[config.mk]
export PLATFORM = sky130hd
export DESIGN_NAME = buffered_serial_port
export DESIGN_NICKNAME = d
export VERILOG_FILES = /design/src/serial_port_pkg.sv /design/src/char_fifo_if.sv /design/src/char_fifo.sv /design/src/buffered_serial_port.sv
export SDC_FILE = /design/constraint.sdc
export NUM_CORES = 1
export LEC_CHECK = 0
export ABC_AREA = 0
export CAP_MARGIN = 25
export CELL_PAD_IN_SITES_DETAIL_PLACEMENT = 1
export CELL_PAD_IN_SITES_GLOBAL_PLACEMENT = 2
export CORE_MARGIN = 2
export CORE_UTILIZATION = 50
export CTS_BUF_LIST = sky130_fd_sc_hd__clkbuf_4
export DETAILED_ROUTE_END_ITERATION = 10
export DONT_BUFFER_PORTS = 1
export GPL_TIMING_DRIVEN = 0
export PLACE_DENSITY_LB_ADDON = 0.1
export SLEW_MARGIN = 20
export SYNTH_ARGS = -nofsm -noshare
export SYNTH_HDL_FRONTEND = slang
export SYNTH_SLANG_ARGS = --single-unit
[constraint.sdc]
create_clock -name i_sys_clk -period 7.15 [get_ports i_sys_clk]
set_input_delay 0.715 -clock i_sys_clk [delete_from_list [all_inputs] [get_ports i_sys_clk]]
set_output_delay 0.715 -clock i_sys_clk [all_outputs]
set_load 0.1 [all_outputs]
[src/serial_port_pkg.sv]
// shared constants and types for the buffered serial port
package serial_port_pkg;
    localparam int          DATA_BITS       = 8;
    localparam int          DIV_WIDTH       = 16;
    localparam int          CLK_HZ          = 125_000_000;
    localparam int          SOFT_MAX_BPS    = 19200;
    localparam int          HARD_MAX_BPS    = 8_000_000;
    // least clocks per bit
    localparam int          MIN_DIV         = CLK_HZ / HARD_MAX_BPS;
    localparam logic [15:0] DEFAULT_DIV     = 16'h0438;
    localparam int          RX_DEPTH        = 16;
    localparam int          TX_DEPTH        = 16;
    localparam logic        LINE_IDLE       = 1'b1;
    localparam logic        START_LEVEL     = 1'b0;
    localparam logic        STOP_LEVEL      = 1'b1;
    localparam logic        FC_STOP         = 1'b0;
    localparam logic        FC_GO           = 1'b1;
    typedef enum logic [1:0] {
        TX_IDLE,
        TX_START,
        TX_DATA,
        TX_STOP
    } tx_state_t;
    typedef enum logic [1:0] {
        RX_IDLE,
        RX_START,
        RX_DATA,
        RX_STOP
    } rx_state_t;
endpackage

[src/char_fifo_if.sv]
// character fifo push, pop and status signals
`timescale 1ns/1ps
interface char_fifo_if #(
    parameter int WIDTH = 8,
    parameter int DEPTH = 16
);
    localparam int CW = $clog2(DEPTH + 1);
    logic             flush;
    logic             push;
    logic             pop;
    logic [WIDTH-1:0] wdata;
    logic [WIDTH-1:0] rdata;
    logic [CW-1:0]    count;
    logic             full;
    logic             empty;
    modport owner (output flush, output push, output pop, output wdata,
                   input rdata, input count, input full, input empty);
    modport store (input flush, input push, input pop, input wdata,
                   output rdata, output count, output full, output empty);
endinterface

[src/char_fifo.sv]
// character fifo memory with registered head output and occupancy count
`timescale 1ns/1ps
module char_fifo #(
    parameter int WIDTH = 8,
    parameter int DEPTH = 16
) (
    input  wire logic    i_sys_clk,
    input  wire logic    i_rst_n,
    char_fifo_if.store   fifo
);
    localparam int AW = $clog2(DEPTH);
    localparam int CW = $clog2(DEPTH + 1);
    logic [WIDTH-1:0] mem [DEPTH];
    logic [AW-1:0]    wr_ptr_reg;
    logic [AW-1:0]    rd_ptr_reg;
    logic [CW-1:0]    count_reg;
    logic             do_pop;
    logic             do_push;
    logic [AW-1:0]    rd_ptr_next;

    assign fifo.full  = (count_reg == CW'(DEPTH));
    assign fifo.empty = (count_reg == '0);
    assign fifo.count = count_reg;
    assign do_pop     = fifo.pop && !fifo.empty;
    // a full store takes a push only alongside a pop
    assign do_push    = fifo.push && (!fifo.full || do_pop);
    assign rd_ptr_next = do_pop ? AW'((rd_ptr_reg + 1'b1) % DEPTH) : rd_ptr_reg;

    always_ff @(posedge i_sys_clk) begin
        if (do_push) begin
            mem[wr_ptr_reg] <= fifo.wdata;
        end
    end

    // registered head, bypassing a write to its slot
    always_ff @(posedge i_sys_clk or negedge i_rst_n) begin
        if (!i_rst_n) begin
            fifo.rdata <= '0;
        end else if (do_push && wr_ptr_reg == rd_ptr_next) begin
            fifo.rdata <= fifo.wdata;
        end else begin
            fifo.rdata <= mem[rd_ptr_next];
        end
    end

    always_ff @(posedge i_sys_clk or negedge i_rst_n) begin
        if (!i_rst_n) begin
            wr_ptr_reg <= '0;
            rd_ptr_reg <= '0;
            count_reg  <= '0;
        end else if (fifo.flush) begin
            wr_ptr_reg <= '0;
            rd_ptr_reg <= '0;
            count_reg  <= '0;
        end else begin
            if (do_push) begin
                wr_ptr_reg <= AW'((wr_ptr_reg + 1'b1) % DEPTH);
            end
            rd_ptr_reg <= rd_ptr_next;
            count_reg  <= CW'(count_reg + CW'(do_push) - CW'(do_pop));
        end
    end
endmodule

[src/buffered_serial_port.sv]
// buffered asynchronous serial port with flow control and console mirroring
// ==========
`timescale 1ns/1ps
module buffered_serial_port
    import serial_port_pkg::*;
#(
    parameter int          RX_DEPTH_P  = RX_DEPTH,
    parameter int          TX_DEPTH_P  = TX_DEPTH,
    parameter logic        SOFT_TIMED  = 1'b0,
    localparam int         RCW         = $clog2(RX_DEPTH_P + 1),
    localparam int         TCW         = $clog2(TX_DEPTH_P + 1)
) (
    input  wire logic                 i_sys_clk,
    input  wire logic                 i_rst_n,
    input  wire logic                 i_open,
    input  wire logic                 i_close,
    input  wire logic                 i_open_console_mirror_mode,
    input  wire logic                 i_console_taken,
    input  wire logic                 i_flow_control_enable,
    input  wire logic [DIV_WIDTH-1:0] i_divisor,
    input  wire logic                 i_prog_run_clear,
    input  wire logic                 i_tx_valid,
    input  wire logic [7:0]           i_tx_data,
    output logic                      o_tx_ready,
    input  wire logic                 i_video_valid,
    input  wire logic [7:0]           i_video_data,
    output logic                      o_video_ready,
    input  wire logic                 i_rd_req,
    input  wire logic [RCW-1:0]       i_rd_max,
    input  wire logic                 i_rd_pop,
    output logic [RCW-1:0]            o_rd_grant,
    output logic                      o_rd_done,
    output logic [7:0]                o_rx_data,
    output logic                      o_rx_data_valid,
    output logic                      o_key_valid,
    output logic [7:0]                o_key_data,
    input  wire logic                 i_key_ready,
    output logic [RCW-1:0]            o_rx_waiting_count,
    output logic                      o_rx_empty,
    output logic [TCW-1:0]            o_tx_free_space,
    input  wire logic [RCW-1:0]       i_event_level,
    input  wire logic                 i_event_enable,
    output logic                      o_rx_level_event,
    output logic                      o_port_open,
    output logic                      o_console_mirror_mode,
    output logic                      o_pin_lock,
    input  wire logic                 i_rx_pin,
    output logic                      o_tx_pin,
    output logic                      o_tx_oe,
    input  wire logic                 i_cts_pin,
    output logic                      o_rts_pin,
    output logic                      o_rts_oe
);
    char_fifo_if #(.WIDTH(8), .DEPTH(RX_DEPTH_P)) rxq ();
    char_fifo_if #(.WIDTH(8), .DEPTH(TX_DEPTH_P)) txq ();

    char_fifo #(.WIDTH(8), .DEPTH(RX_DEPTH_P)) u_rx_fifo (
        .i_sys_clk (i_sys_clk),
        .i_rst_n   (i_rst_n),
        .fifo      (rxq.store)
    );
    char_fifo #(.WIDTH(8), .DEPTH(TX_DEPTH_P)) u_tx_fifo (
        .i_sys_clk (i_sys_clk),
        .i_rst_n   (i_rst_n),
        .fifo      (txq.store)
    );

    // ==========
    // port open / close / console control
    // ==========
    logic                 open_reg;
    logic                 console_reg;
    logic                 fc_reg;
    logic [DIV_WIDTH-1:0] div_reg;
    logic                 close_now;
    logic [DIV_WIDTH-1:0] div_limited;

    // clamp the divisor to the port's top rate
    assign div_limited = SOFT_TIMED ?
        ((i_divisor < DIV_WIDTH'(CLK_HZ / SOFT_MAX_BPS)) ?
            DIV_WIDTH'(CLK_HZ / SOFT_MAX_BPS) : i_divisor) :
        ((i_divisor < DIV_WIDTH'(MIN_DIV)) ? DIV_WIDTH'(MIN_DIV) : i_divisor);

    assign close_now = open_reg && (i_close ||
                       (i_prog_run_clear && !console_reg));

    always_ff @(posedge i_sys_clk or negedge i_rst_n) begin
        if (!i_rst_n) begin
            open_reg    <= 1'b0;
            console_reg <= 1'b0;
            fc_reg      <= 1'b0;
            div_reg     <= DEFAULT_DIV;
        end else if (close_now) begin
            open_reg    <= 1'b0;
            console_reg <= 1'b0;
            fc_reg      <= 1'b0;
        end else if (i_open && !open_reg &&
                     !(i_open_console_mirror_mode && i_console_taken)) begin
            open_reg    <= 1'b1;
            console_reg <= i_open_console_mirror_mode;
            fc_reg      <= i_flow_control_enable;
            div_reg     <= div_limited;
        end
    end

    assign o_port_open           = open_reg;
    assign o_console_mirror_mode = console_reg;
    assign o_pin_lock            = open_reg;
    assign o_tx_oe               = open_reg;
    assign o_rts_oe              = open_reg && fc_reg;
    assign rxq.flush             = close_now;
    assign txq.flush             = close_now;

    // ==========
    // rx and cts pin synchronisers
    // ==========
    logic [1:0] rx_sync_reg;
    logic [1:0] cts_sync_reg;

    always_ff @(posedge i_sys_clk or negedge i_rst_n) begin
        if (!i_rst_n) begin
            rx_sync_reg  <= {2{LINE_IDLE}};
            cts_sync_reg <= {2{FC_STOP}};
        end else begin
            rx_sync_reg  <= {rx_sync_reg[0], i_rx_pin};
            cts_sync_reg <= {cts_sync_reg[0], i_cts_pin};
        end
    end

    // ==========
    // transmitter
    // ==========
    tx_state_t            tx_state_reg;
    logic [DIV_WIDTH-1:0] tx_cnt_reg;
    logic [2:0]           tx_bit_reg;
    logic [7:0]           tx_shift_reg;
    logic                 tx_tick;
    logic                 tx_may_start;

    assign tx_tick      = (tx_cnt_reg == div_reg - 1'b1);
    assign tx_may_start = !fc_reg || (cts_sync_reg[1] == FC_GO);
    assign txq.pop      = open_reg && tx_state_reg == TX_IDLE && !txq.empty && tx_may_start;

    always_ff @(posedge i_sys_clk or negedge i_rst_n) begin
        if (!i_rst_n) begin
            tx_state_reg <= TX_IDLE;
            tx_cnt_reg   <= '0;
            tx_bit_reg   <= '0;
            tx_shift_reg <= '0;
            o_tx_pin     <= LINE_IDLE;
        end else if (!open_reg) begin
            tx_state_reg <= TX_IDLE;
            o_tx_pin     <= LINE_IDLE;
        end else begin
            tx_cnt_reg <= (tx_state_reg == TX_IDLE || tx_tick) ? '0 : tx_cnt_reg + 1'b1;
            unique case (tx_state_reg)
                TX_IDLE: begin
                    o_tx_pin <= LINE_IDLE;
                    if (txq.pop) begin
                        tx_shift_reg <= txq.rdata;
                        tx_state_reg <= TX_START;
                        o_tx_pin     <= START_LEVEL;
                    end
                end
                TX_START: begin
                    if (tx_tick) begin
                        o_tx_pin     <= tx_shift_reg[0];
                        tx_bit_reg   <= '0;
                        tx_state_reg <= TX_DATA;
                    end
                end
                TX_DATA: begin
                    if (tx_tick) begin
                        if (tx_bit_reg == 3'(DATA_BITS - 1)) begin
                            o_tx_pin     <= STOP_LEVEL;
                            tx_state_reg <= TX_STOP;
                        end else begin
                            o_tx_pin     <= tx_shift_reg[tx_bit_reg + 1'b1];
                            tx_bit_reg   <= tx_bit_reg + 1'b1;
                        end
                    end
                end
                TX_STOP: begin
                    if (tx_tick) begin
                        tx_state_reg <= TX_IDLE;
                    end
                end
            endcase
        end
    end

    // host writes win over mirror writes
    assign o_tx_ready    = open_reg && !txq.full;
    assign o_video_ready = !console_reg || (!txq.full && !i_tx_valid);
    assign txq.push      = open_reg && !txq.full &&
                           (i_tx_valid || (console_reg && i_video_valid));
    assign txq.wdata     = i_tx_valid ? i_tx_data : i_video_data;
    assign o_tx_free_space = TCW'(TX_DEPTH_P) - txq.count;

    // ==========
    // receiver
    // ==========
    rx_state_t            rx_state_reg;
    logic [DIV_WIDTH-1:0] rx_cnt_reg;
    logic [2:0]           rx_bit_reg;
    logic [7:0]           rx_shift_reg;
    logic                 rx_done;
    logic                 rx_mid;
    logic                 rx_line;

    assign rx_line = rx_sync_reg[1];
    assign rx_mid  = (rx_cnt_reg == (div_reg >> 1));

    always_ff @(posedge i_sys_clk or negedge i_rst_n) begin
        if (!i_rst_n) begin
            rx_state_reg <= RX_IDLE;
            rx_cnt_reg   <= '0;
            rx_bit_reg   <= '0;
            rx_shift_reg <= '0;
            rx_done      <= 1'b0;
        end else begin
            rx_done <= 1'b0;
            if (!open_reg) begin
                rx_state_reg <= RX_IDLE;
            end else begin
                rx_cnt_reg <= (rx_cnt_reg == div_reg - 1'b1) ? '0 : rx_cnt_reg + 1'b1;
                unique case (rx_state_reg)
                    RX_IDLE: begin
                        rx_cnt_reg <= '0;
                        if (rx_line == START_LEVEL) begin
                            rx_state_reg <= RX_START;
                        end
                    end
                    RX_START: begin
                        if (rx_mid) begin
                            rx_state_reg <= (rx_line == START_LEVEL) ? RX_DATA : RX_IDLE;
                            rx_bit_reg   <= '0;
                        end
                    end
                    RX_DATA: begin
                        if (rx_mid) begin
                            rx_shift_reg <= {rx_line, rx_shift_reg[7:1]};
                            rx_bit_reg   <= rx_bit_reg + 1'b1;
                            if (rx_bit_reg == 3'(DATA_BITS - 1)) begin
                                rx_state_reg <= RX_STOP;
                            end
                        end
                    end
                    RX_STOP: begin
                        if (rx_mid) begin
                            rx_done      <= (rx_line == STOP_LEVEL);
                            rx_state_reg <= RX_IDLE;
                        end
                    end
                endcase
            end
        end
    end

    // a push into a full buffer pops the oldest
    assign rxq.push  = rx_done && open_reg;
    assign rxq.wdata = rx_shift_reg;
    assign rxq.pop   = (rxq.push && rxq.full) ||
                       (console_reg ? (o_key_valid && i_key_ready) :
                                      (o_rx_data_valid && i_rd_pop));
    // ask the peer to pause while the buffer is full
    assign o_rts_pin = (fc_reg && rxq.full) ? FC_STOP : FC_GO;

    // ==========
    // host read side, console keys and status
    // ==========
    always_ff @(posedge i_sys_clk or negedge i_rst_n) begin
        if (!i_rst_n) begin
            o_rd_grant <= '0;
            o_rd_done  <= 1'b0;
        end else begin
            o_rd_done <= i_rd_req;
            if (i_rd_req) begin
                o_rd_grant <= (i_rd_max < rxq.count) ? i_rd_max : rxq.count;
            end
        end
    end

    assign o_rx_data          = rxq.rdata;
    assign o_rx_data_valid    = !console_reg && !rxq.empty;
    assign o_key_data         = rxq.rdata;
    assign o_key_valid        = console_reg && !rxq.empty;
    assign o_rx_waiting_count = rxq.count;
    assign o_rx_empty         = rxq.empty;
    assign o_rx_level_event   = open_reg && i_event_enable &&
                                (rxq.count >= i_event_level) && (i_event_level != '0);
endmodule

==> run_results.csv, run 1 <==
group,metric,value,unit
setup_path,required_time_at_the_worst_slack_endpoint,6430,ps
yosys,synth_top_cells_by_area,"sky130_fd_sc_hd__edfxtp_1 (40%), sky130_fd_sc_hd__dfrtp_1 (16%), sky130_fd_sc_hd__mux2i_1 (7.0%)",
setup_path,critical_path.startpoint_type,"flip-flop",
yosys,synthXorXnorAreaFrac,0.04542,
floorplanning,core,37580,µm²
sta,finalHoldWorstSlack,75.57,ps
route,viasPerCell,5.758,
floorplanning,overall_die_width,199.1,µm
final_layout,largest_registers,"u_rx_fifo.mem: 128 flops, u_tx_fifo.mem: 128 flops",
yosys,dominant_combinational_cell_family_by_area_after_synthesis,"multiplexers",
clocking,cts-buffers-inserted,100,
yosys,postSynth.asyncResetShare,0.3385,
yosys,seq_area_frac_synth,0.5766,
final_layout,final.fill_count,3857,
sta,fin_crit_sh,0.7249,
yosys,synth-edff-count,256,
power,power_frac_clock,0.246,
clocking,cts.root.buffer_cell,"sky130_fd_sc_hd__clkbuf_4",
placed_design,port_buffers,0,
setup_path,crit_path_end_kind,"primary output",
setup_path,worst_path_fanout_max,8,
power,leakagePower,7.920,nW
yosys,synth_top_area_frac,0.4039,
placed_design,place.detailed.instances,1994,
yosys,yosys.area_share.simple,0.09926,
route,via_count,12730,
final_layout,layout-area-overhead-vs-synth,12.71,%
sta,finalSetupViolations,0,
power,p_sw_frac,0.4097,
final_layout,multi_input_area,7502,µm²
floorplanning,die-height,199.1,µm
final_layout,layout_cell_share_with_drive_strength_beyond_1,0.1776,
grt,maximum_number_of_pins_on_one_net_before_global_route_repair,132,
sta,fmaxAchievable,192.9,MHz
setup_path,worst_case_reg_to_reg_path_depth,13,
yosys,yosys_warnings,0,
sta,worst_pin_slew,1106,ps
clocking,cts_tree,"built",
grt,vias_in_the_first_global_route,13530,
yosys,yosys.cell_count.top_type,"sky130_fd_sc_hd__edfxtp_1",
grt,globalRouteTotalUtil,0.2611,
yosys,synth_common_cells,"sky130_fd_sc_hd__edfxtp_1 (256), sky130_fd_sc_hd__mux2i_1 (133), sky130_fd_sc_hd__dfrtp_1 (124), sky130_fd_sc_hd__nor2_1 (109), sky130_fd_sc_hd__clkbuf_1 (67)",
placed_design,gp_routability_congestion,0.8566,
yosys,synth_seq_cells,387,
grt,global_route_wire_length_before_repair,77.55,mm
route,dr.first_iter.drc_count,793,
yosys,adder_and_majority_gate_portion_of_the_synthesized_area,0.03287,
setup_path,worst_flop_to_flop_path_endpoint,"u_rx_fifo.fifo.rdata[4]$_DFF_PN0_",
power,vdd_drop_max,215.3,µV
clocking,ctsLongestPathBuffers,3,
sta,max-slew-margin-rel,0.2627,
route,antenna_left,0,
power,pwr-share-seq,0.376,
clocking,clk-insertion-delay-late,840,ps
power,power.combinational.fraction,0.378,
yosys,yosysTopAreaCell,"sky130_fd_sc_hd__edfxtp_1",
yosys,syn_inst,1480,
floorplanning,floorplan.initialDensity,0.5065,
sta,finalClockSkew,66.64,ps
yosys,syn_nets,1586,
clocking,ctsHoldBuffers,21,
sta,tns,0,ps
grt,antenna_found_initial,3,
worst_hold_path,hold_path_class,"in -> reg",
setup_path,startpoint,"u_rx_fifo.fifo.count[3]$_DFF_PN0_",
placed_design,preCtsSetupSlack,2122,ps
sta,setup_ws,1967,ps
route,drt_pass1_iterations,6,
sta,rsz0062_at_grt,"false",
setup_path,r2r_start,"u_rx_fifo.fifo.count[3]$_DFF_PN0_",
final_layout,final-seq-area,10980,µm²
route,routed_wirelength,50.46,mm
setup_path,endpoint,"o_rx_data_valid",
yosys,synthesis.area,19030,µm²
sta,finalCriticalPeriod,5183,ps
clocking,total_setup_buffers_inserted_after_cts,0,
floorplanning,placement_rows,71,
run,max_cap_viol_count,0,
power,internal-power,0.004787,W
yosys,syn_avg_cell_area,12.86,µm²
final_layout,layout.nets,1716,
clocking,cts.clk_slew.worst_paths,60,ps
setup_path,arrival,4470,ps
run_status,run_status,"finished clean",
sta,maxSlewViolCount,0,
power,netSwitchingPower,0.003322,W
power,power_per_cell_area,378.0,nW/µm²
floorplanning,die_area,39640,µm²
yosys,yosysUniqueCellTypes,82,
yosys,synth_compound_area_frac,0.08105,
setup_path,crit_type,"reg -> out",
floorplanning,io_pins,103,
route,avgRoutedWirePerCell,22.82,µm
route,detail_route.drc_violations,0,
final_layout,finish.cell_count_without_fillers,2211,
yosys,post_synth_mux_area_share,0.1327,
sta,hold_viol,0,
clocking,ctsHtreeMaxLevel,3,
clocking,post_cts.resized_instances,0,
placed_design,dp_hpwl,34.41,mm
clocking,clock_sinks,387,
grt,grt_remaining_overflow,0,
setup_path,reg2reg_slack,2120,ps
yosys,synth_top_flop_cell,"sky130_fd_sc_hd__edfxtp_1",
-- cell type report --
type,count,share of cell area
antenna,5,0.0005832
buffer,101,0.02082
clock buffer,159,0.05564
clock inverter,28,0.007174
inverter,44,0.007699
multi-input combinational,948,0.3497
sequential,387,0.5116
tap,511,0.02980
timing repair buffer,28,0.01697
-- metrics by stage --
stage | total power (W) | area, µm² | utilization
3_3_place_gp | 0.005942 | 19670 | 0.5235
3_5_place_dp | 0.006116 | 19810 | 0.5272
4_1_cts | 0.008153 | 21390 | 0.5691
6_report | 0.008109 | 21450 | 0.5709
2_1_floorplan | 0.005308 | 19030 | -
5_1_grt | 0.008535 | 21450 | 0.5709
-- power groups by stage --
stage	registers, W	logic (W)	clock network, W
CTS	0.00307	0.00304	0.00205
finish	0.00305	0.00307	0.00200
floorplan	0.00305	0.00226	0
detailed placement	0.00311	0.00300	0
global route	0.00307	0.00329	0.00217
global placement	0.00310	0.00284	0
-- cell usage in the layout, fill, tap and decap left out, types with 15 or more instances in the layout --
master and n:
sky130_fd_sc_hd__a21oi_1 41, sky130_fd_sc_hd__xnor2_1 58, sky130_fd_sc_hd__o22ai_1 42, sky130_fd_sc_hd__dfrtp_1 123
sky130_fd_sc_hd__nand4_1 15, sky130_fd_sc_hd__nand2_1 65, sky130_fd_sc_hd__mux4_2 32, sky130_fd_sc_hd__clkbuf_4 160
sky130_fd_sc_hd__o221ai_1 15, sky130_fd_sc_hd__mux2_2 41, sky130_fd_sc_hd__ha_1 46, sky130_fd_sc_hd__mux2i_1 132
sky130_fd_sc_hd__dlygate4sd3_1 20, sky130_fd_sc_hd__o21ai_0 40, sky130_fd_sc_hd__edfxtp_1 256, sky130_fd_sc_hd__and2_1 40
sky130_fd_sc_hd__xor2_1 31, sky130_fd_sc_hd__and3_1 18, sky130_fd_sc_hd__nor2_1 106, sky130_fd_sc_hd__nor2b_1 17
sky130_fd_sc_hd__a31oi_1 17, sky130_fd_sc_hd__clkinv_1 19, sky130_fd_sc_hd__clkbuf_1 68, sky130_fd_sc_hd__nor3_1 28
sky130_fd_sc_hd__inv_1 43, sky130_fd_sc_hd__nand3_1 20
-- routing by layer --
layer | GRT usage | up-vias | part of all wire
li1 | - | 5859 | -
met1 | 0.3432 | 6484 | 0.44
met2 | 0.4315 | 300 | 0.49
met3 | 0.05350 | 87 | 0.050
met4 | 0.09232 | 2 | 0.023
met5 | 0 | - | 0.00026
-- worst min path at each step --
stage	from	to	slack, ps	cells after the start
after floorplan	cts_sync_reg[0]$_DFF_PN0_	cts_sync_reg[1]$_DFF_PN0_	330	0
after global placement	rx_sync_reg[0]$_DFF_PN1_	rx_sync_reg[1]$_DFF_PN1_	350	0
after detailed placement	rx_sync_reg[0]$_DFF_PN1_	rx_sync_reg[1]$_DFF_PN1_	350	0
after CTS	i_divisor[15]	div_reg[15]$_DFFE_PN0P_	0.9	1
after global routing	i_divisor[15]	div_reg[15]$_DFFE_PN0P_	-7	1
final	i_divisor[15]	div_reg[15]$_DFFE_PN0P_	80	1
-- critical path, stage by stage, from the launching register on --
cell and delay, ps:
sky130_fd_sc_hd__dfrtp_1 1040, sky130_fd_sc_hd__inv_1 220, sky130_fd_sc_hd__ha_1 260, sky130_fd_sc_hd__or4b_1 190, sky130_fd_sc_hd__clkbuf_1 340, sky130_fd_sc_hd__inv_1 570, sky130_fd_sc_hd__nor2_2 1010
-- cells by family (layout without fill, tap and decap cells) --
group	after synthesis	count (layout)
DFF	387	387
and+or+nand+nor	371	371
AOI/OAI and AO/OA	227	227
muxes	207	207
buffers and inverters	145	360
xor gates and xnor gates	94	94
adders and majority gates	49	49
other	0	5
Note: power is estimated with default switching activity, not from simulation.
==> run 2: changes to the inputs <==
ABC_AREA = 1   (was 0)
CORE_UTILIZATION = 43   (was 50)
clock period = 4.9 ns   (was 7.15 ns; I/O delays follow)
==> run 2 against run 1 <==
Net effect: combinational power increased by 120%; critical path depth decreased by 1; non-clock buffer count shrank 8; design area rose by 2.4%; synthesized area grew 1.7%; clock-buffer cell count down 8; clock skew down 11 ps; sequential cell count unchanged; register-to-register slack worse by 1000 ps; worst hold slack better by 66 ps; die area grew 18%; sequential share of layout area is 1.2 points lower; critical endpoint is now o_rx_level_event; largest power group unchanged.
==> run_results.csv, run 2 <==
group,metric,value,unit
setup_path,r2r_start,"u_rx_fifo.fifo.count[3]$_DFF_PN0_",
yosys,yosysTopAreaCell,"sky130_fd_sc_hd__edfxtp_1",
floorplanning,placement_rows,77,
grt,grt_remaining_overflow,0,
yosys,syn_inst,2030,
route,avgRoutedWirePerCell,20.21,µm
placed_design,preCtsSetupSlack,1064,ps
setup_path,critical_path.startpoint_type,"flip-flop",
setup_path,worst_flop_to_flop_path_endpoint,"u_rx_fifo.fifo.count[4]$_DFF_PN0_",
final_layout,layout.nets,2282,
yosys,synth_top_area_frac,0.3971,
final_layout,final.fill_count,5112,
route,antenna_left,0,
sta,finalHoldWorstSlack,141.1,ps
sta,worst_pin_slew,1088,ps
clocking,clock_sinks,387,
yosys,synthesis.area,19360,µm²
clocking,cts.root.buffer_cell,"sky130_fd_sc_hd__clkbuf_4",
sta,fin_crit_sh,0.8031,
route,detail_route.drc_violations,0,
route,drt_pass1_iterations,5,
setup_path,startpoint,"o_pin_lock$_DFFE_PN0P_",
yosys,synth-edff-count,256,
floorplanning,overall_die_width,216.2,µm
setup_path,arrival,3450,ps
power,power_per_cell_area,657.7,nW/µm²
yosys,postSynth.asyncResetShare,0.3385,
yosys,synth_top_flop_cell,"sky130_fd_sc_hd__edfxtp_1",
power,internal-power,0.007281,W
route,viasPerCell,5.257,
run,max_cap_viol_count,0,
sta,finalCriticalPeriod,3935,ps
floorplanning,die_area,46730,µm²
setup_path,crit_path_end_kind,"primary output",
final_layout,largest_registers,"u_rx_fifo.mem: 128 flops, u_tx_fifo.mem: 128 flops",
yosys,yosysUniqueCellTypes,58,
grt,vias_in_the_first_global_route,15670,
floorplanning,io_pins,103,
grt,antenna_found_initial,2,
yosys,synth_seq_cells,387,
floorplanning,core,44320,µm²
sta,maxSlewViolCount,0,
power,pwr-share-seq,0.332,
yosys,yosys.cell_count.top_type,"sky130_fd_sc_hd__nand2_1",
worst_hold_path,hold_path_class,"in -> reg",
setup_path,worst_path_fanout_max,10,
power,power.combinational.fraction,0.466,
setup_path,worst_case_reg_to_reg_path_depth,17,
grt,maximum_number_of_pins_on_one_net_before_global_route_repair,132,
worst_hold_path,timing.hold.worst.start,"i_video_valid",
sta,finalSetupViolations,0,
setup_path,reg2reg_slack,1120,ps
power,total_power,0.01445,W
clocking,ctsHtreeMaxLevel,3,
final_layout,layout_cell_share_with_drive_strength_beyond_1,0.1446,
sta,hold_viol,0,
final_layout,layout-area-overhead-vs-synth,13.48,%
sta,max-slew-margin-rel,0.2746,
run_status,run_status,"finished clean",
placed_design,port_buffers,0,
clocking,ctsLongestPathBuffers,3,
route,routed_wirelength,57.73,mm
grt,globalRouteTotalUtil,0.2508,
yosys,seq_area_frac_synth,0.5669,
sta,finalClockSkew,55.70,ps
clocking,cts.clk_slew.worst_paths,70,ps
sta,rsz0062_at_grt,"false",
route,dr.first_iter.drc_count,864,
yosys,syn_avg_cell_area,9.536,µm²
floorplanning,floorplan.initialDensity,0.4368,
sta,fmaxAchievable,254.1,MHz
yosys,synth_top_cells_by_area,"sky130_fd_sc_hd__edfxtp_1 (40%), sky130_fd_sc_hd__dfrtp_1 (16%), sky130_fd_sc_hd__nand2_1 (9.1%)",
setup_path,required_time_at_the_worst_slack_endpoint,4410,ps
power,p_sw_frac,0.4961,
yosys,syn_nets,2136,
grt,global_route_wire_length_before_repair,89.62,mm
setup_path,crit_type,"reg -> out",
setup_path,endpoint,"o_rx_level_event",
power,netSwitchingPower,0.007167,W
power,power_frac_clock,0.202,
yosys,yosys_warnings,0,
route,via_count,15010,
power,vdd_drop_max,673.4,µV
placed_design,gp_routability_congestion,0.9198,
yosys,synth_common_cells,"sky130_fd_sc_hd__nand2_1 (469), sky130_fd_sc_hd__edfxtp_1 (256), sky130_fd_sc_hd__nor2_1 (211), sky130_fd_sc_hd__inv_1 (207), sky130_fd_sc_hd__nand3_1 (185)",
placed_design,dp_hpwl,40.47,mm
clocking,cts-buffers-inserted,105,
sta,setup_ws,964.6,ps
clocking,clk-insertion-delay-late,860,ps
final_layout,most-common-layout-cells,"sky130_fd_sc_hd__nand2_1 (469), sky130_fd_sc_hd__edfxtp_1 (256), sky130_fd_sc_hd__nor2_1 (209), sky130_fd_sc_hd__inv_1 (207), sky130_fd_sc_hd__nand3_1 (185)",
power,leakagePower,9.248,nW
final_layout,final_common_cell,"sky130_fd_sc_hd__nand2_1",
clocking,cts_tree,"built",
floorplanning,die-height,216.2,µm
-- run 2: final cells by class --
type                    count  area [µm²]  area share
plain buffers              82       518.0     0.02358
well taps                 592       740.7     0.03372
repair buffers             39       452.9     0.02062
clock inverters            42       222.7     0.01014
flip-flops and latches    387       10980      0.4997
diodes                      2       5.005   0.0002278
clock buffers             151        1134     0.05160
multi-input cells        1341        7089      0.3227
inverters                 220       829.5     0.03776
-- run 2: worst max-delay path: stages (launching register included) --
cell and delay [ps]:
sky130_fd_sc_hd__dfrtp_2 870, sky130_fd_sc_hd__buf_2 410, sky130_fd_sc_hd__clkbuf_1 550, sky130_fd_sc_hd__nand2_1 200
sky130_fd_sc_hd__a311oi_4 340, sky130_fd_sc_hd__buf_8 240
-- run 2: timing repair --
action / CTS / global route
resized for setup: 0 / 0
hold buffers: 33 / 0
hold endpoints to repair: 160 / 0
setup buffers: 0 / 0
-- run 2: logic make-up after synthesis --
group | count (synthesis) | synth area share
and+or+nand+nor | 1013 | 0.2370
DFF | 387 | 0.5669
buffers and inverters | 302 | 0.06961
AOI/OAI and AO/OA | 225 | 0.06735
adders and majority gates | 48 | 0.03180
xor gates and xnor gates | 46 | 0.02217
muxes | 9 | 0.005171
-- run 2: stage by stage --
step           std cells  instance area (µm²)  utilization  setup TNS [ps]
2_1_floorplan       2030                19360            -               0
3_3_place_gp        2622                20100       0.4535          -46070
3_5_place_dp        2626                20230       0.4564               0
4_1_cts             2852                21930       0.4949               0
5_1_grt             2856                21970       0.4957               0
6_report            2856                21970       0.4957               0
-- run 2: worst min-delay path by stage --
stage | to | slack [ps] | cells after the start
detailed placement | o_rd_grant[1]$_DFFE_PN0P_ | 200 | 0
finish | u_tx_fifo.wr_ptr_reg[1]$_DFFE_PN0P_ | 140 | 3
global route | u_tx_fifo.wr_ptr_reg[1]$_DFFE_PN0P_ | 90 | 3
global placement | o_rd_done$_DFF_PN0_ | 200 | 0
floorplan | cts_sync_reg[0]$_DFF_PN0_ | 190 | 0
CTS | o_pin_lock$_DFFE_PN0P_ | 50 | 2
-- run 2: power groups by stage --
stage | Sequential, W | Clock, W | Combinational, W
floorplan | 0.00474 | 0 | 0.00467
global placement | 0.00487 | 0 | 0.00636
detailed placement | 0.00489 | 0 | 0.00663
CTS | 0.00483 | 0.00301 | 0.00672
global route | 0.00484 | 0.00316 | 0.00740
finish | 0.00480 | 0.00292 | 0.00673
-- run 2: layer usage --
layer	global-route usage	vias to the layer above	wire, µm
met3	0.04379	112	2727
li1	-	7124	-
met1	0.3333	7434	25920
met2	0.4151	344	27450
met5	0	-	0
met4	0.08721	0	1628
==> run 3: changes to the inputs <==
ABC_AREA = 0   (was 1)
CORE_UTILIZATION = 42   (was 43)
clock period = 3.16 ns   (was 4.9 ns; I/O delays follow)
==> run 3 against run 2 <==
Net effect: the run now ends with setup timing left; worst hold slack worse by 69 ps; combinational power up 16%; register-to-register slack worse by 1500 ps; design area up 3.7%; die area up 0.65%; non-clock buffer count up 71; critical endpoint is now o_rx_data_valid; largest cell class unchanged; largest power group unchanged.
==> run_results.csv, run 3 (synthesized netlist as in run 1, its figures left out) <==
group,metric,value,unit
clocking,cts-buffers-inserted,100,
power,power.combinational.fraction,0.405,
clocking,cts.clk_slew.worst_paths,60,ps
power,leakagePower,8.400,nW
sta,fin_crit_sh,1.133,
setup_path,crit_type,"reg -> out",
floorplanning,core,45090,µm²
final_layout,final_common_cell,"sky130_fd_sc_hd__edfxtp_1",
sta,worst_pin_slew,1104,ps
clocking,clk-insertion-delay-late,860,ps
sta,finalCriticalPeriod,3580,ps
power,p_sw_frac,0.4106,
floorplanning,die_area,47040,µm²
sta,finalSetupViolations,13,
power,netSwitchingPower,0.007893,W
floorplanning,die-height,216.9,µm
route,routed_wirelength,53.86,mm
sta,max-slew-margin-rel,0.2615,
final_layout,layout-area-overhead-vs-synth,19.75,%
sta,rsz0062_at_grt,"true",
route,viasPerCell,5.506,
power,total_power,0.01922,W
sta,fmaxAchievable,279.3,MHz
run,max_cap_viol_count,0,
run_status,run_status,"complete, but fails checks",
final_layout,final_util,0.5055,
placed_design,preCtsSetupSlack,-1173,ps
power,power_frac_clock,0.230,
placed_design,port_buffers,0,
setup_path,reg2reg_slack,-390,ps
setup_path,critical_path.startpoint_type,"flip-flop",
route,drt_pass1_iterations,5,
setup_path,crit_path_end_kind,"primary output",
route,avgRoutedWirePerCell,22.85,µm
power,power_per_cell_area,843.4,nW/µm²
clocking,ctsHtreeMaxLevel,3,
setup_path,worst_case_reg_to_reg_path_depth,15,
final_layout,most-common-layout-cells,"sky130_fd_sc_hd__edfxtp_1 (256), sky130_fd_sc_hd__clkbuf_4 (156), sky130_fd_sc_hd__mux2i_1 (132), sky130_fd_sc_hd__dfrtp_1 (111), sky130_fd_sc_hd__nor2_1 (105)",
setup_path,r2r_start,"u_rx_fifo.fifo.count[3]$_DFF_PN0_",
route,via_count,12980,
floorplanning,placement_rows,78,
sta,setup_ws,-420.4,ps
route,antenna_left,0,
route,detail_route.drc_violations,0,
final_layout,layout_cell_share_with_drive_strength_beyond_1,0.2489,
clocking,ctsLongestPathBuffers,3,
clocking,clock_sinks,387,
route,dr.first_iter.drc_count,740,
worst_hold_path,hold_path_class,"in -> async",
power,pwr-share-seq,0.365,
grt,globalRouteTotalUtil,0.2336,
floorplanning,overall_die_width,216.9,µm
setup_path,worst_flop_to_flop_path_endpoint,"u_rx_fifo.fifo.count[4]$_DFF_PN0_",
grt,antenna_found_initial,1,
setup_path,arrival,3260,ps
power,vdd_drop_max,641.3,µV
grt,global_route_wire_length_before_repair,82.76,mm
placed_design,gp_routability_congestion,0.7949,
run_status,violations_in_the_final_reports,"setup timing",
final_layout,finish.cell_count_without_fillers,2357,
setup_path,worst_path_fanout_max,5,
grt,vias_in_the_first_global_route,13840,
final_layout,layout.nets,1779,
placed_design,dp_hpwl,35.10,mm
sta,maxSlewViolCount,0,
sta,finalHoldWorstSlack,72.15,ps
sta,finalClockSkew,55.06,ps
final_layout,largest_registers,"u_rx_fifo.mem: 128 flops, u_tx_fifo.mem: 128 flops",
power,internal-power,0.01133,W
floorplanning,floorplan.initialDensity,0.4221,
clocking,cts.root.buffer_cell,"sky130_fd_sc_hd__clkbuf_4",
floorplanning,io_pins,103,
clocking,cts_tree,"built",
grt,grt_remaining_overflow,0,
sta,hold_viol,0,
setup_path,required_time_at_the_worst_slack_endpoint,2840,ps
grt,maximum_number_of_pins_on_one_net_before_global_route_repair,132,
placed_design,place.detailed.instances,2083,
## run 3: cell types whose count changed in the layout (fill, tap and decap cells not counted), sizes merged, moves of 32 or more
cell    before  now
o21ai      130   42
mux4         0   32
xnor2        8   60
inv        219   47
nor2       238  110
mux2i        1  133
mux2         8   42
nand2      489   65
nand3b      39    4
o22ai        9   42
and2         0   40
nand3      190   21
## run 3: cell type report
class                           instances  area (µm²)
Clock buffer                          152        1141
Timing Repair Buffer                  102       997.2
Clock inverter                         33       167.7
Inverter                               44       181.4
Buffer                                 90       531.8
Sequential cell                       387       11000
Fill cell                            4630       22300
Tap cell                              600       750.7
Antenna cell                            1       2.502
Multi-Input combinational cell        948        8016
## run 3: critical path, cell delays in order (launching register included)
cell	delay, ps
sky130_fd_sc_hd__dfrtp_4	660
sky130_fd_sc_hd__inv_4	70
sky130_fd_sc_hd__ha_4	170
sky130_fd_sc_hd__or4b_4	230
sky130_fd_sc_hd__clkinvlp_4	560
sky130_fd_sc_hd__nor2_4	740
## run 3: per-stage QoR
stage / setup TNS, ps / instance area [µm²]
after floorplan: -807.0 / 19190
after global placement: -82220 / 19950
after detailed placement: -43320 / 20080
after CTS: -6185 / 22510
after global routing: -5880 / 22790
final: -3749 / 22790
## run 3: how the worst max path moves through the flow
stage                                      start                                end  slack [ps]  cells after the start
2_1_floorplan  u_rx_fifo.fifo.count[2]$_DFF_PN0_  u_rx_fifo.fifo.rdata[6]$_DFF_PN0_        -150                     12
3_3_place_gp              o_pin_lock$_DFFE_PN0P_  u_rx_fifo.fifo.rdata[5]$_DFF_PN0_       -1160                     11
3_5_place_dp              o_pin_lock$_DFFE_PN0P_  u_rx_fifo.fifo.rdata[5]$_DFF_PN0_       -1170                     11
4_1_cts        u_rx_fifo.fifo.count[2]$_DFF_PN0_                    o_rx_data_valid        -600                      6
5_1_grt        u_rx_fifo.fifo.count[3]$_DFF_PN0_                    o_rx_data_valid        -560                      5
6_report       u_rx_fifo.fifo.count[3]$_DFF_PN0_                    o_rx_data_valid        -420                      5
## run 3: timing repair
action,CTS,global route
gates resized for setup,109,48
gates cloned,2,0
endpoints found under the setup margin,141,69
endpoints found under the hold margin,231,0
buffers inserted,20,21
hold buffers,57,0
pin swaps,19,20
## run 3: power by group through the flow
stage               Sequential (W)  Combinational (W)  Clock (W)
floorplan                  0.00693            0.00521          0
global placement           0.00706            0.00665          0
detailed placement         0.00708            0.00698          0
CTS                        0.00700            0.00757    0.00458
global route               0.00706            0.00836    0.00487
finish                     0.00702            0.00779    0.00442
## run 3: per-layer routing
metal | wire length, µm | track usage
met1 | 23110 | 0.2953
met2 | 26790 | 0.3920
met3 | 2310 | 0.04486
met4 | 1652 | 0.1018
met5 | 0 | 0
